$ cat src/sasc_pkg.sv
// Constants and carrier types for the serial conversion controller
package sasc_pkg;

    // Result word and conversion cycle numbering
    localparam int unsigned RESULT_WIDTH = 12;
    localparam logic [3:0]  CNT_FIRST    = 4'h1;
    localparam logic [3:0]  CNT_LAST     = 4'hD;
    localparam logic [3:0]  CNT_STEP     = 4'h1;
    localparam logic [3:0]  BIT_BASE     = 4'hC;

    // Timing: reference clock and hold droop limit
    localparam int unsigned REF_PERIOD_NS        = 10;
    localparam int unsigned HOLD_DROOP_LIMIT_US  = 5;
    localparam int unsigned HOLD_DROOP_LIMIT_CYC =
        (HOLD_DROOP_LIMIT_US * 1000) / REF_PERIOD_NS;
    localparam int unsigned DROOP_W              = 9;
    localparam logic [DROOP_W-1:0] DROOP_ONE     = 9'h001;
    localparam logic [DROOP_W-1:0] DROOP_ZERO    = 9'h000;

    // Converter modes
    typedef enum logic [2:0] {
        ST_SAMPLE,
        ST_HOLD,
        ST_CONVERT,
        ST_POWER_DOWN
    } sasc_state_t;

    // Host-side pins
    typedef struct packed {
        logic sample_hold_strobe;
        logic sample_hold_strobe_clk;
    } sasc_pins_in_t;

    // Three-state serial data pin
    typedef struct packed {
        logic data;
        logic oe;
    } sasc_serial_t;

    localparam sasc_serial_t SERIAL_OFF = '{data: 1'b0, oe: 1'b0};

endpackage

$ cat src/sasc_sample_hold_strobe_ctl.sv
// Conversion sequencing and serial result output of the sampling converter
`timescale 1ns/1ns

// What this block does, and what its host must do
// Strobe fall enters hold, ignoring clock
// Sampling needs no clock edges
// Clock may park either level afterwards
// Late strobe shifts start one cycle
// First conversion cycle drives data low
// Host avoids clock edges before strobe
// Host uses synchronous or gated clocking
// Host starts clocking within droop limit
// Strobe low at cycle thirteen: power-down
// First conversion after power-down valid
// Host holds strobe high for acquisition
// Fourteen or padded clock periods per cycle
// Early strobe rise skips power-down
// Result shifted out MSB first, no latency
// Result word is straight binary
// Host counts falling edges, captures bits
module sasc_sample_hold_strobe_ctl #(
    parameter int unsigned WIDTH = sasc_pkg::RESULT_WIDTH
) (
    // Clock, reset, enable
    input  wire logic                 i_ref_clk,
    input  wire logic                 i_reset,
    input  wire logic                 i_ce,
    // Host pins and analog result
    input  wire sasc_pkg::sasc_pins_in_t i_pins,
    input  wire logic [WIDTH-1:0]     i_sample_word,
    // Serial output and status
    output sasc_pkg::sasc_serial_t    o_serial,
    output logic                      o_hold,
    output logic                      o_power_down,
    output logic                      o_droop_late
);
    import sasc_pkg::*;

    sasc_state_t          state_q,      state_d;
    logic [3:0]           cnt_q,        cnt_d;
    logic [WIDTH-1:0]     word_q,       word_d;
    logic                 rose_q,       rose_d;
    logic                 pd_q,         pd_d;
    logic                 hold_q,       hold_d;
    logic                 late_q,       late_d;
    logic [DROOP_W-1:0]   droop_q,      droop_d;
    sasc_serial_t         ser_q,        ser_d;
    logic                 strobe_prev_q;
    logic                 clk_prev_q;
    logic                 fall;
    logic                 rise;
    logic                 clk_fall;

    function automatic logic fell(input logic prev, input logic cur);
        fell = prev & ~cur;
    endfunction

    // Pins are taken as synchronous; edges come from one stored sample
    assign fall     = fell(strobe_prev_q, i_pins.sample_hold_strobe);
    assign rise     = fell(i_pins.sample_hold_strobe, strobe_prev_q);
    assign clk_fall = fell(clk_prev_q, i_pins.sample_hold_strobe_clk);

    always_comb
    begin
        state_d = state_q;
        cnt_d   = cnt_q;
        word_d  = word_q;
        rose_d  = rose_q;
        pd_d    = pd_q;
        hold_d  = hold_q;
        late_d  = late_q;
        droop_d = droop_q;
        ser_d   = ser_q;
        unique case (state_q)
            ST_SAMPLE:
            begin
                ser_d  = SERIAL_OFF;
                hold_d = 1'b0;
                // hold on strobe fall
                // no clock needed here
                if (fall)
                begin
                    state_d = ST_HOLD;
                    hold_d  = 1'b1;
                    word_d  = i_sample_word;
                    rose_d  = 1'b0;
                    droop_d = DROOP_ZERO;
                    late_d  = 1'b0;
                end
            end
            ST_HOLD:
            begin
                // Diagnostic only: the host owns the droop bound
                if (droop_q < DROOP_W'(HOLD_DROOP_LIMIT_CYC))
                begin
                    droop_d = droop_q + DROOP_ONE;
                end
                else
                begin
                    late_d = 1'b1;
                end
                if (rise)
                begin
                    state_d = ST_SAMPLE;
                    hold_d  = 1'b0;
                end
                // first clock fall seen starts
                // drive low at start
                else if (clk_fall)
                begin
                    state_d = ST_CONVERT;
                    cnt_d   = CNT_FIRST;
                    ser_d   = '{data: 1'b0, oe: 1'b1};
                end
            end
            ST_CONVERT:
            begin
                // rise leaves power-down at once
                if (rise)
                begin
                    rose_d = 1'b1;
                    pd_d   = 1'b0;
                end
                if (clk_fall)
                begin
                    if (cnt_q == CNT_LAST)
                    begin
                        ser_d   = SERIAL_OFF;
                        hold_d  = 1'b0;
                        // early rise returns to sampling
                        state_d = (pd_q && !rise) ? ST_POWER_DOWN : ST_SAMPLE;
                    end
                    else
                    begin
                        cnt_d = cnt_q + CNT_STEP;
                        // MSB first, current word
                        // straight binary bits
                        ser_d = '{data: word_q[BIT_BASE - cnt_q], oe: 1'b1};
                        // strobe low throughout
                        if ((cnt_d == CNT_LAST) && !rose_q && !rise
                            && !i_pins.sample_hold_strobe)
                        begin
                            pd_d = 1'b1;
                        end
                    end
                end
            end
            ST_POWER_DOWN:
            begin
                ser_d  = SERIAL_OFF;
                hold_d = 1'b0;
                // no penalty on wake
                if (rise)
                begin
                    state_d = ST_SAMPLE;
                    pd_d    = 1'b0;
                end
            end
        endcase
    end

    always_ff @(posedge i_ref_clk or posedge i_reset)
    begin
        if (i_reset)
        begin
            state_q       <= ST_SAMPLE;
            cnt_q         <= CNT_FIRST;
            word_q        <= '0;
            rose_q        <= 1'b0;
            pd_q          <= 1'b0;
            hold_q        <= 1'b0;
            late_q        <= 1'b0;
            droop_q       <= DROOP_ZERO;
            ser_q         <= SERIAL_OFF;
            strobe_prev_q <= 1'b1;
            clk_prev_q    <= 1'b0;
        end
        else if (i_ce)
        begin
            state_q       <= state_d;
            cnt_q         <= cnt_d;
            word_q        <= word_d;
            rose_q        <= rose_d;
            pd_q          <= pd_d;
            hold_q        <= hold_d;
            late_q        <= late_d;
            droop_q       <= droop_d;
            ser_q         <= ser_d;
            strobe_prev_q <= i_pins.sample_hold_strobe;
            clk_prev_q    <= i_pins.sample_hold_strobe_clk;
        end
    end

    assign o_serial     = ser_q;
    assign o_hold       = hold_q;
    assign o_power_down = pd_q;
    assign o_droop_late = late_q;

    // hold check
    a_fall_to_hold: assert property (@(posedge i_ref_clk) disable iff (i_reset)
        (state_q == ST_SAMPLE && i_ce && fall) |=> (o_hold && state_q == ST_HOLD))
        else $error("strobe fall did not enter hold");

    // sampling without clock
    a_sample_stays: assert property (@(posedge i_ref_clk) disable iff (i_reset)
        (state_q == ST_SAMPLE && !(i_ce && fall)) |=> (state_q == ST_SAMPLE && !o_serial.oe))
        else $error("left sampling without a strobe fall");

    // start on first edge
    a_start_edge: assert property (@(posedge i_ref_clk) disable iff (i_reset)
        (state_q == ST_HOLD && i_ce && clk_fall && !rise) |=>
        (state_q == ST_CONVERT && cnt_q == CNT_FIRST))
        else $error("conversion did not start on clock fall");

    // start marker low
    a_first_low: assert property (@(posedge i_ref_clk) disable iff (i_reset)
        (state_q == ST_HOLD && i_ce && clk_fall && !rise) |=> (o_serial.oe && !o_serial.data))
        else $error("data not driven low at conversion start");

    // MSB after marker
    a_msb_first: assert property (@(posedge i_ref_clk) disable iff (i_reset)
        (state_q == ST_CONVERT && i_ce && clk_fall && cnt_q == CNT_FIRST) |=>
        (o_serial.oe && o_serial.data == word_q[WIDTH-1]))
        else $error("first result bit is not the MSB");

    // LSB in last cycle
    a_lsb_last: assert property (@(posedge i_ref_clk) disable iff (i_reset)
        (state_q == ST_CONVERT && i_ce && clk_fall && cnt_q == CNT_LAST - CNT_STEP) |=>
        (o_serial.oe && o_serial.data == word_q[0] && cnt_q == CNT_LAST))
        else $error("last result bit is not the LSB");

    // power-down entry
    a_pd_entry: assert property (@(posedge i_ref_clk) disable iff (i_reset)
        (state_q == ST_CONVERT && i_ce && clk_fall && cnt_q == CNT_LAST - CNT_STEP
         && !rose_q && !rise && !i_pins.sample_hold_strobe) |=> o_power_down)
        else $error("power-down not entered at cycle thirteen");

    // no power-down after rise
    a_no_pd_rise: assert property (@(posedge i_ref_clk) disable iff (i_reset)
        (state_q == ST_CONVERT && rose_q) |-> !o_power_down)
        else $error("power-down after early strobe rise");

    // wake to sampling
    a_pd_exit: assert property (@(posedge i_ref_clk) disable iff (i_reset)
        (state_q == ST_POWER_DOWN && i_ce && rise) |=>
        (state_q == ST_SAMPLE && !o_power_down) ##1 (state_q != ST_POWER_DOWN))
        else $error("strobe rise did not leave power-down");

endmodule // sasc_sample_hold_strobe_ctl

$ cat config.mk
export PLATFORM = sky130hd
export DESIGN_NAME = sasc_sample_hold_strobe_ctl
export DESIGN_NICKNAME = d
export VERILOG_FILES = /design/src/sasc_pkg.sv /design/src/sasc_sample_hold_strobe_ctl.sv
export SDC_FILE = /design/constraint.sdc
export NUM_CORES = 1
export LEC_CHECK = 0
export BUFFER_PORTS_ARGS = -buffer_cell sky130_fd_sc_hd__buf_2
export CAP_MARGIN = 20
export CORE_ASPECT_RATIO = 0.6
export CORE_MARGIN = 1.5
export CORE_UTILIZATION = 25
export DETAILED_ROUTE_END_ITERATION = 8
export SLEW_MARGIN = 20
export SYNTH_ARGS = -nofsm -noshare
export SYNTH_HDL_FRONTEND = slang
export SYNTH_SLANG_ARGS = --single-unit
$ cat constraint.sdc
create_clock -name i_ref_clk -period 2.7 [get_ports i_ref_clk]
set_input_delay 0.54 -clock i_ref_clk [delete_from_list [all_inputs] [get_ports i_ref_clk]]
set_output_delay 0.54 -clock i_ref_clk [all_outputs]
set_load 0.03 [all_outputs]
==> results.md, run 1 <==
Setup path:
- The end point of the critical path is o_serial[1]$_DFFE_PP0P_.
- STA classifies the critical path startpoint as a register.
- In this design, the stage delay of the slowest critical-path cell is around 660 ps.
- The worst setup path is captured at a register.
- At the worst endpoint, the required time is 2880 ps.
- The slack of the worst reg-to-reg path is 390 ps.
- The number of cell instances on the worst register-to-register path is 6.
- The signal on the critical path passes through inv_1 -> ha_1 -> mux4_2 -> a41o_1 -> a211o_1 -> a32o_1.
- On the critical path, the stage with the largest delay is an instance of sky130_fd_sc_hd__dfstp_2.
- The endpoint of the worst register-to-register path is o_serial[1]$_DFFE_PP0P_.
- The launching point of the worst reg2reg path is cnt_q[0]$_DFFE_PP1P_.
- The top fanout value on the critical path is 11.
- Counting both buffers and inverters, the worst setup path holds a total of 1.
- The top cell family by delay on the critical path is compound AO/OA/AOI/OAI gates.
- In this run the number of cells on the critical path is 6.
- The critical path launch point is cnt_q[0]$_DFFE_PP1P_.
- STA puts the critical path data arrival time at ~2500 ps.
- By startpoint and endpoint, the worst setup path is classified as register to register.

Synth:
- By area the synthesized netlist is led by sky130_fd_sc_hd__dfrtp_1 42%, sky130_fd_sc_hd__nand2_1 10%, sky130_fd_sc_hd__ha_1 3.2%, sky130_fd_sc_hd__dfstp_2 2.7%, sky130_fd_sc_hd__mux4_1 2.7%.
- The post-synthesis sequential element count is 35.
- The xor-xnor portion of the synthesized cell area is 0.446%.
- Counting flops with an async set or reset pin after synthesis yields a share of 100%.
- In the synthesized netlist, the number of instances is 207.
- The number of enable flip-flop cells after synthesis is 0.
- The synthesized netlist occupies a cell area of approximately 2000 µm².
- Of all cell types, the one taking the most synthesized area is sky130_fd_sc_hd__dfrtp_1.
- The main flop type after synthesis is sky130_fd_sc_hd__dfrtp_1.
- The share of synthesized area in the top cell type comes to 42.1%.
- The Yosys step of the flow raised 0 warnings.
- The arithmetic-cell share of the synthesized area counting full adders, half adders and majority gates is roughly 3.2%.
- The mean cell area of the mapped netlist is 9.48 µm².
- The number of nets produced by synthesis is around 230.
- The fraction of the yosys area taken by sequential cells is around 45%.
- The number of library cell types mapped by synthesis is 51.
- Summing the areas of all compound-gate instances in the mapped netlist gives 15.5% of the synthesized area.
- The synthesized netlist devotes 24.0% of its cell area to simple gates.
- By area, the combinational part of the netlist is dominated by simple AND/OR/NAND/NOR gates.
- The share of cell area taken by muxes after synthesis is 7.59%.

CTS:
- The later pin in the worst-skew pair is clocked with a latency of 290 ps.
- In this run, CTS created clock tree buffers numbering 5.
- After clock tree synthesis, the clock-pin slew on the worst setup and hold paths is 60 ps.
- Clock tree synthesis selected as its root buffer the cell sky130_fd_sc_hd__clkbuf_16.
- Gates resized during post-CTS repair numbered 0.
- The clock tree synthesis step divided the H-tree into 2 levels.
- The clock tree buffer depth is 2.
- The TritonCTS clock tree is done.
- For this design, the CTS-stage hold fixing added 0 buffers.
- Clock tree synthesis found a total of 35 sinks.
- The number of post-CTS setup repair buffers is 0.

Power and ir drop:
- The power density over the cells is 954 nW/µm².
- Overall power consumption after layout is estimated at between 0.002 and 0.0025 W.
- IR analysis of the VDD net gives a maximum drop of 0.214 mV.
- For this design the static power due to leakage is approximately 1.0 nW.

Status:
- The run finished with clean final reports.

Detailed routing:
- The detailed-routing iteration count for the pre-antenna-repair pass is 4.
- The total vias in the final route is 1,545.
- The remaining antenna violation count after routing is 0.
- The count of routing violations after the opening detailed-route iteration is slightly below 70.
- Dividing the detail-routed via count by the number of cells gives 4.64.
- In the final routed layout, each cell accounts on average for ~14 µm.
- The DRC violation count after routing is 0.
- For this block, the routed nets add up to 4560 µm of wire.

Timing:
- The worst max-slew margin expressed relative to the limit is 53.6%.
- Setup repair after global routing left no endpoint under its margin.
- After routing, the total negative slack on setup checks comes to 0 ps.
- The worst clock skew is 6.62 ps.
- The pin slew with the least headroom to its limit is 688 ps.
- The maximum clock frequency is 434 MHz.
- The post-route minimum period is 2310 ps.
- The number of hold violations in the final report is 0.
- Setup violations remaining at the end of the flow were counted as 0.
- The number of max-slew violations in the final report is 0.
- The final critical-path share of the clock period is 85.4%.

Final layout:
- The top cell types in the final layout, fill and taps aside, are 53 x sky130_fd_sc_hd__nand2_1, 33 x sky130_fd_sc_hd__dfrtp_1, 21 x sky130_fd_sc_hd__buf_2.
- Leaving out filler cells and counting taps, the final layout contains between 300 and 400.
- The antenna diode instance count is 0.
- Cells fill 31.1% of the core in the end.
- The net total in the final layout is 251.
- Leaving out fill and tap cells, the most frequent cell in the layout is sky130_fd_sc_hd__nand2_1.
- In the final layout, the share of cells above drive strength 1 is 17.9%.
- The post-synthesis to final-layout area growth is 17.7%.

Floorplanning:
- The floorplan step defined a core boundary enclosing 7420 µm².
- In this run the horizontal extent of the chip is ~120 µm.
- The number of I/O pins is 22.
- The floorplan die height is 71.6 µm.
- The site row count is 24.
- The initial utilization of the core area, before any placement, comes to 26.5%.
- The die covers around 8400 µm².

GRT:
- The first-pass GRT wire length is 7590 µm.
- The total global routing overflow is 0.
- The largest net degree at the start of global routing is 36.
- The aggregate global-route resource usage is between 10% and 20%.
- The initial antenna violation count came to 0.
- The via count of the first global-routing pass is 1,422.

Placement:
- The final RePlAce weighted congestion is 0.762.
- Summed over all nets, the half-perimeter wirelength after detailed placement is 3290 µm.
- In this run, placement finished with an instance count of between 300 and 400.
- The count of port buffers added during placement is 21.

Worst hold path:
- The min-delay analysis places its worst path in the category primary input to asynchronous set/reset pin.

Run:
- The number of violations of the max-capacitance limit is 0.
==> stage by stage <==
stage / setup slack (ps) / hold WS [ps] / instance area (µm²)
2_1_floorplan: 547 / 437 / 1960
3_3_place_gp: 478 / 463 / 2160
3_5_place_dp: 415 / 461 / 2160
4_1_cts: 405 / 372 / 2310
5_1_grt: 285 / 408 / 2310
6_report: 394 / 344 / 2310
==> layout make-up <==
| type | instances | area, µm² |
|---|---|---|
| Clock buffer | 6 | 139 |
| Clock inverter | 1 | 5.00 |
| Fill cell | 790 | 5110 |
| Inverter | 9 | 33.8 |
| Multi-Input combinational cell | 154 | 995 |
| Sequential cell | 35 | 878 |
| Tap cell | 104 | 130 |
| Timing Repair Buffer | 24 | 128 |
==> synth_stat cells, types with 2 or more instances <==
| cell | instances |
|---|---|
| sky130_fd_sc_hd__nor2b_1 | 5 |
| sky130_fd_sc_hd__or4_1 | 3 |
| sky130_fd_sc_hd__a21boi_0 | 2 |
| sky130_fd_sc_hd__nor4b_1 | 2 |
| sky130_fd_sc_hd__inv_1 | 9 |
| sky130_fd_sc_hd__o21ai_0 | 10 |
| sky130_fd_sc_hd__o211ai_1 | 3 |
| sky130_fd_sc_hd__nor4_1 | 3 |
| sky130_fd_sc_hd__mux4_1 | 2 |
| sky130_fd_sc_hd__nand4_1 | 2 |
| sky130_fd_sc_hd__nand2b_1 | 5 |
| sky130_fd_sc_hd__nor2_1 | 2 |
| sky130_fd_sc_hd__buf_6 | 2 |
| sky130_fd_sc_hd__o2bb2ai_1 | 2 |
| sky130_fd_sc_hd__buf_2 | 2 |
| sky130_fd_sc_hd__mux2i_1 | 4 |
| sky130_fd_sc_hd__o31ai_1 | 5 |
| sky130_fd_sc_hd__a21o_1 | 3 |
| sky130_fd_sc_hd__o22ai_1 | 2 |
| sky130_fd_sc_hd__a21oi_1 | 7 |
| sky130_fd_sc_hd__o21a_1 | 2 |
| sky130_fd_sc_hd__mux2_2 | 3 |
| sky130_fd_sc_hd__nand2_1 | 53 |
| sky130_fd_sc_hd__nand3_1 | 7 |
| sky130_fd_sc_hd__clkbuf_1 | 4 |
| sky130_fd_sc_hd__ha_1 | 5 |
| sky130_fd_sc_hd__dfrtp_1 | 33 |
| sky130_fd_sc_hd__dfstp_2 | 2 |
==> worst min path at each step <==
stage / slack, ps / end
2_1_floorplan: 440 / word_q[9]$_DFFE_PP0P_
3_3_place_gp: 460 / word_q[10]$_DFFE_PP0P_
3_5_place_dp: 460 / word_q[7]$_DFFE_PP0P_
4_1_cts: 370 / word_q[10]$_DFFE_PP0P_
5_1_grt: 410 / word_q[10]$_DFFE_PP0P_
6_report: 340 / word_q[10]$_DFFE_PP0P_
==> worst register-to-register path, cell delays in order (launching register included) <==
cell                      delay, ps
sky130_fd_sc_hd__dfstp_2        660
sky130_fd_sc_hd__inv_1          110
sky130_fd_sc_hd__ha_1           360
sky130_fd_sc_hd__mux4_2         340
sky130_fd_sc_hd__a41o_1         260
sky130_fd_sc_hd__a211o_1        270
sky130_fd_sc_hd__a32o_1         210
==> sequential cells by signal, indices dropped and copies added (netlist names) <==
register,cells
strobe_prev_q,1
word_q,12
cnt_q,4
clk_prev_q,1
state_q,2
o_power_down,1
o_serial,2
o_hold,1
o_droop_late,1
droop_q,9
rose_q,1
==> logic make-up (layout without fill, tap and decap cells) <==
logic type	count (synthesis)	after routing
adders and majority gates	5	5
xor gates and xnor gates	1	1
DFF	35	35
AOI/OAI and AO/OA	45	45
buffers and inverters	18	40
muxes	10	10
and+or+nand+nor	93	93
==> power breakdown <==
| part | switching, W | leakage, nW | total (W) | internal (W) |
|---|---|---|---|---|
| clock | 0.000220 | 0.0727 | 0.000580 | 0.000360 |
| combinational | 0.000401 | 0.500 | 0.000729 | 0.000329 |
| sequential | 0.000191 | 0.447 | 0.000894 | 0.000703 |
==> per-layer routing <==
metal / part of all wire (%) / track usage (%)
met1: 56 / 17.8
met2: 37 / 14.8
met3: 4.5 / 4.06
met4: 1.6 / 4.94
met5: 0 / 0
No activity file was read; power rests on OpenSTA's default activity.
==> inputs of run 2 (changes only) <==
--- a/config.mk
+++ b/config.mk
@@ -11,6 +11,7 @@
 export CORE_MARGIN = 1.5
 export CORE_UTILIZATION = 25
 export DETAILED_ROUTE_END_ITERATION = 8
+export GPL_TIMING_DRIVEN = 0
 export SLEW_MARGIN = 20
 export SYNTH_ARGS = -nofsm -noshare
 export SYNTH_HDL_FRONTEND = slang
==> constraint.sdc (replaced) <==
create_clock -name i_ref_clk -period 2.6 [get_ports i_ref_clk]
set_input_delay 0.52 -clock i_ref_clk [delete_from_list [all_inputs] [get_ports i_ref_clk]]
set_output_delay 0.52 -clock i_ref_clk [all_outputs]
set_load 0.03 [all_outputs]
==> run 2 against run 1 <==
Combinational power rose by 17%. Clock power grew 10%. Sequential share of layout area down 0.96 points. Die area is the same. Sequential power decreased by 3.0%. Power increased by 6.9%. Largest power group unchanged. Routed wire length fell by 0.26%.
==> results.md, run 2 (synthesis gave the netlist of run 1 again) <==
Final layout:
- The library cells used most frequently in the layout, excluding fill and tap cells, are 53 x sky130_fd_sc_hd__nand2_1, 33 x sky130_fd_sc_hd__dfrtp_1, 22 x sky130_fd_sc_hd__buf_2.
- The net total in the final layout is 257 (+2.4%).
- The most frequent standard cell in the layout excluding fill and tap cells is sky130_fd_sc_hd__nand2_1.
- Ranked by flip-flop count, first place goes to word_q.
- The storage element area came to 878 µm² (unchanged).
- The post-synthesis to final-layout area growth is 20.7%.
- The largest registers in the layout are word_q (12), droop_q (9), cnt_q (4).
- The proportion of layout cells with a drive suffix above 1 is 18.6% (+0.74 points).
- The flip-flop count of the largest register after layout is 12 (unchanged).
- The post-route standard cell area excluding fillers was 2370 µm² (+2.6%).
- The antenna diode instance count is 0 (unchanged).
- The final-layout fill cell count is 785 (-0.63%).
- The post-layout utilization of the core is 31.9% (+0.81 points).
- The area of the multi-input gates was 995 µm² (unchanged).

Power and ir drop:
- The total power consumption of the routed design is 0.00236 W (+6.9%).
- The power density over the cells was 995 nW/µm² (+4.2%).
- The worst voltage drop across the vdd grid was 0.328 mV (+53%).
- The static leakage is 1.04 nW (+2.2%).

Floorplanning:
- The site row count is 24 (unchanged).
- The starting density of the core is 26.5% (unchanged).
- The number of I/O pins came to 22 (unchanged).
- The floorplan die height is 71.6 µm (unchanged).
- The horizontal extent of the die came to 117 µm (unchanged).
- The floorplan die area is 8410 µm² (unchanged).
- The floorplan core area is 7420 µm² (unchanged).

GRT:
- The via count of the first global-routing pass is 1,537 (+8.1%).
- The largest net degree at the start of global routing is 27 (-25%).
- The first-pass GRT wire length was 7990 µm (+5.3%).
- The total global routing overflow is 0 (unchanged).
- The initial antenna violation count is 0 (unchanged).
- The aggregate global-route resource usage is 12.0% (+0.25 points).

CTS:
- The number of clock buffers inserted by TritonCTS is 5 (unchanged).
- The number of post-CTS setup repair buffers is 0 (unchanged).
- The clock latency on the worst-skew pair was 280 ps (about the same).
- The root buffer cell chosen for the clock tree is sky130_fd_sc_hd__clkbuf_16.
- The clock tree buffer depth is 2 (unchanged).
- The total of cells resized after clock tree synthesis is 0 (unchanged).
- The number of buffers inserted by hold repair at cts is 0 (unchanged).
- TritonCTS built the clock tree.
- The number of levels the H-tree was split into was 2 (unchanged).
- The clock sink count is 35 (unchanged).
- The clock transition time at the flip-flop clock pins of the worst setup and hold paths is 60 ps (about the same).

Timing:
- The worst clock skew was 3.63 ps (-3.00 ps).
- The number of hold violations in the final report was 0 (unchanged).
- The worst max-slew margin expressed relative to the limit is 51.1% (-2.5 points).
- The number of max-slew violations in the final report is 0 (unchanged).
- Setup repair after global routing left no endpoint under its margin.
- The post-route minimum period is 2300 ps (-9.41 ps).
- The maximum clock frequency came to 435 MHz (+0.41%).
- The final number of setup-violating endpoints was 0 (unchanged).
- The pin slew with the least headroom to its limit was 724 ps (+36.4 ps).
- The total negative slack was 0 ps (unchanged).
- The final critical-path share of the clock period is 88.3% (+2.9 points).

Detailed routing:
- The ratio of routed vias to standard cells is 4.59 (-1.0%).
- The total length of routed wires came to 4550 µm (-0.26%).
- The detailed-routing iteration count for the pre-antenna-repair pass is 4 (unchanged).
- The DRC violation count after routing is 0 (unchanged).
- The remaining antenna violation count after routing was 0 (unchanged).
- The count of routing violations after the opening detailed-route iteration is 117 (+70%).
- The total vias in the final route is 1,561 (+1.0%).
- The average wire per cell in the routed design is 13.4 µm (-2.3%).

Run:
- The number of violations of the max-capacitance limit is 0 (unchanged).

Setup path:
- The number of cell instances on the worst register-to-register path is 7 (+1).
- The required time reported for the critical path endpoint is 2770 ps (-110 ps).
- The worst endpoint data arrival time came to 2460 ps (-20 ps).
- In this run the critical register-to-register path is captured at o_serial[1]$_DFFE_PP0P_.
- The most critical setup path has its startpoint at cnt_q[0]$_DFFE_PP1P_.
- The top fanout value on the critical path came to 9 (-2).
- The launching point of the worst reg2reg path is cnt_q[0]$_DFFE_PP1P_.
- The critical path in this run is classified as register to register.
- The worst setup path is captured at a register.
- The sort of element at the start of the critical path is a register.
- The slack of the worst reg-to-reg path is 300 ps (-90 ps).

Placement:
- The detailed placement HPWL is 3380 µm (+2.7%).
- The total placed instance area is 2210 µm² (+2.2%).
- The final RePlAce weighted congestion is 0.833 (+9.4%).
- The count of port buffers added during placement was 20 (-4.8%).

Worst hold path:
- The type of the most critical hold path is primary input to asynchronous set/reset pin.

Status:
- The flow ran to the end, and the final reports show no timing, DRC or antenna violations.
## run 2: how the worst max path moves through the flow
stage,to,slack [ps],depth (start not counted)
finish,o_serial[1]$_DFFE_PP0P_,300,7
global route,o_serial[1]$_DFFE_PP0P_,230,7
detailed placement,o_serial[1]$_DFFE_PP0P_,300,7
global placement,o_serial[1]$_DFFE_PP0P_,290,7
CTS,o_serial[1]$_DFFE_PP0P_,300,7
floorplan,o_serial[1]$_DFFE_PP0P_,450,7
## run 2: through the flow
| step | setup WS [ps] | hold WS, ps | cells |
|---|---|---|---|
| floorplan | 447 | 437 | 207 |
| finish | 304 | 156 | 340 |
| global placement | 293 | 455 | 331 |
| global route | 227 | 175 | 340 |
| CTS | 295 | 164 | 340 |
| detailed placement | 305 | 459 | 332 |
## run 2: report_power, final
group	leakage, nW	total, W	internal [W]	switching, W
clock network	0.0772	0.000638	0.000408	0.000230
registers	0.447	0.000867	0.000730	0.000137
logic	0.519	0.000851	0.000368	0.000483
total	1.04	0.00236	0.00151	0.000849
## run 2: final cells by class
type,instances,area share [%]
multi-input combinational,154,42.0
timing repair buffer,21,5.07
sequential,35,37.1
tap,104,5.49
inverter,9,1.43
buffer,9,2.32
clock buffer,8,6.60
## run 2: worst max-delay path: stages (launching register included)
cell                      delay (ps)
sky130_fd_sc_hd__dfstp_2         550
sky130_fd_sc_hd__buf_6           140
sky130_fd_sc_hd__inv_1            60
sky130_fd_sc_hd__ha_1            350
sky130_fd_sc_hd__mux4_2          330
sky130_fd_sc_hd__a41o_1          250
sky130_fd_sc_hd__a211o_1         280
sky130_fd_sc_hd__a32o_1          220
## run 2: routing by layer
| metal | up-vias | track usage [%] | share of wire, % |
|---|---|---|---|
| met1 | 727 | 19.1 | 57 |
| met2 | 34 | 15.2 | 36 |
| li1 | 796 | - | - |
| met3 | 4 | 3.18 | 5.7 |
| met5 | - | 0 | 0 |
| met4 | 0 | 3.98 | 0.57 |
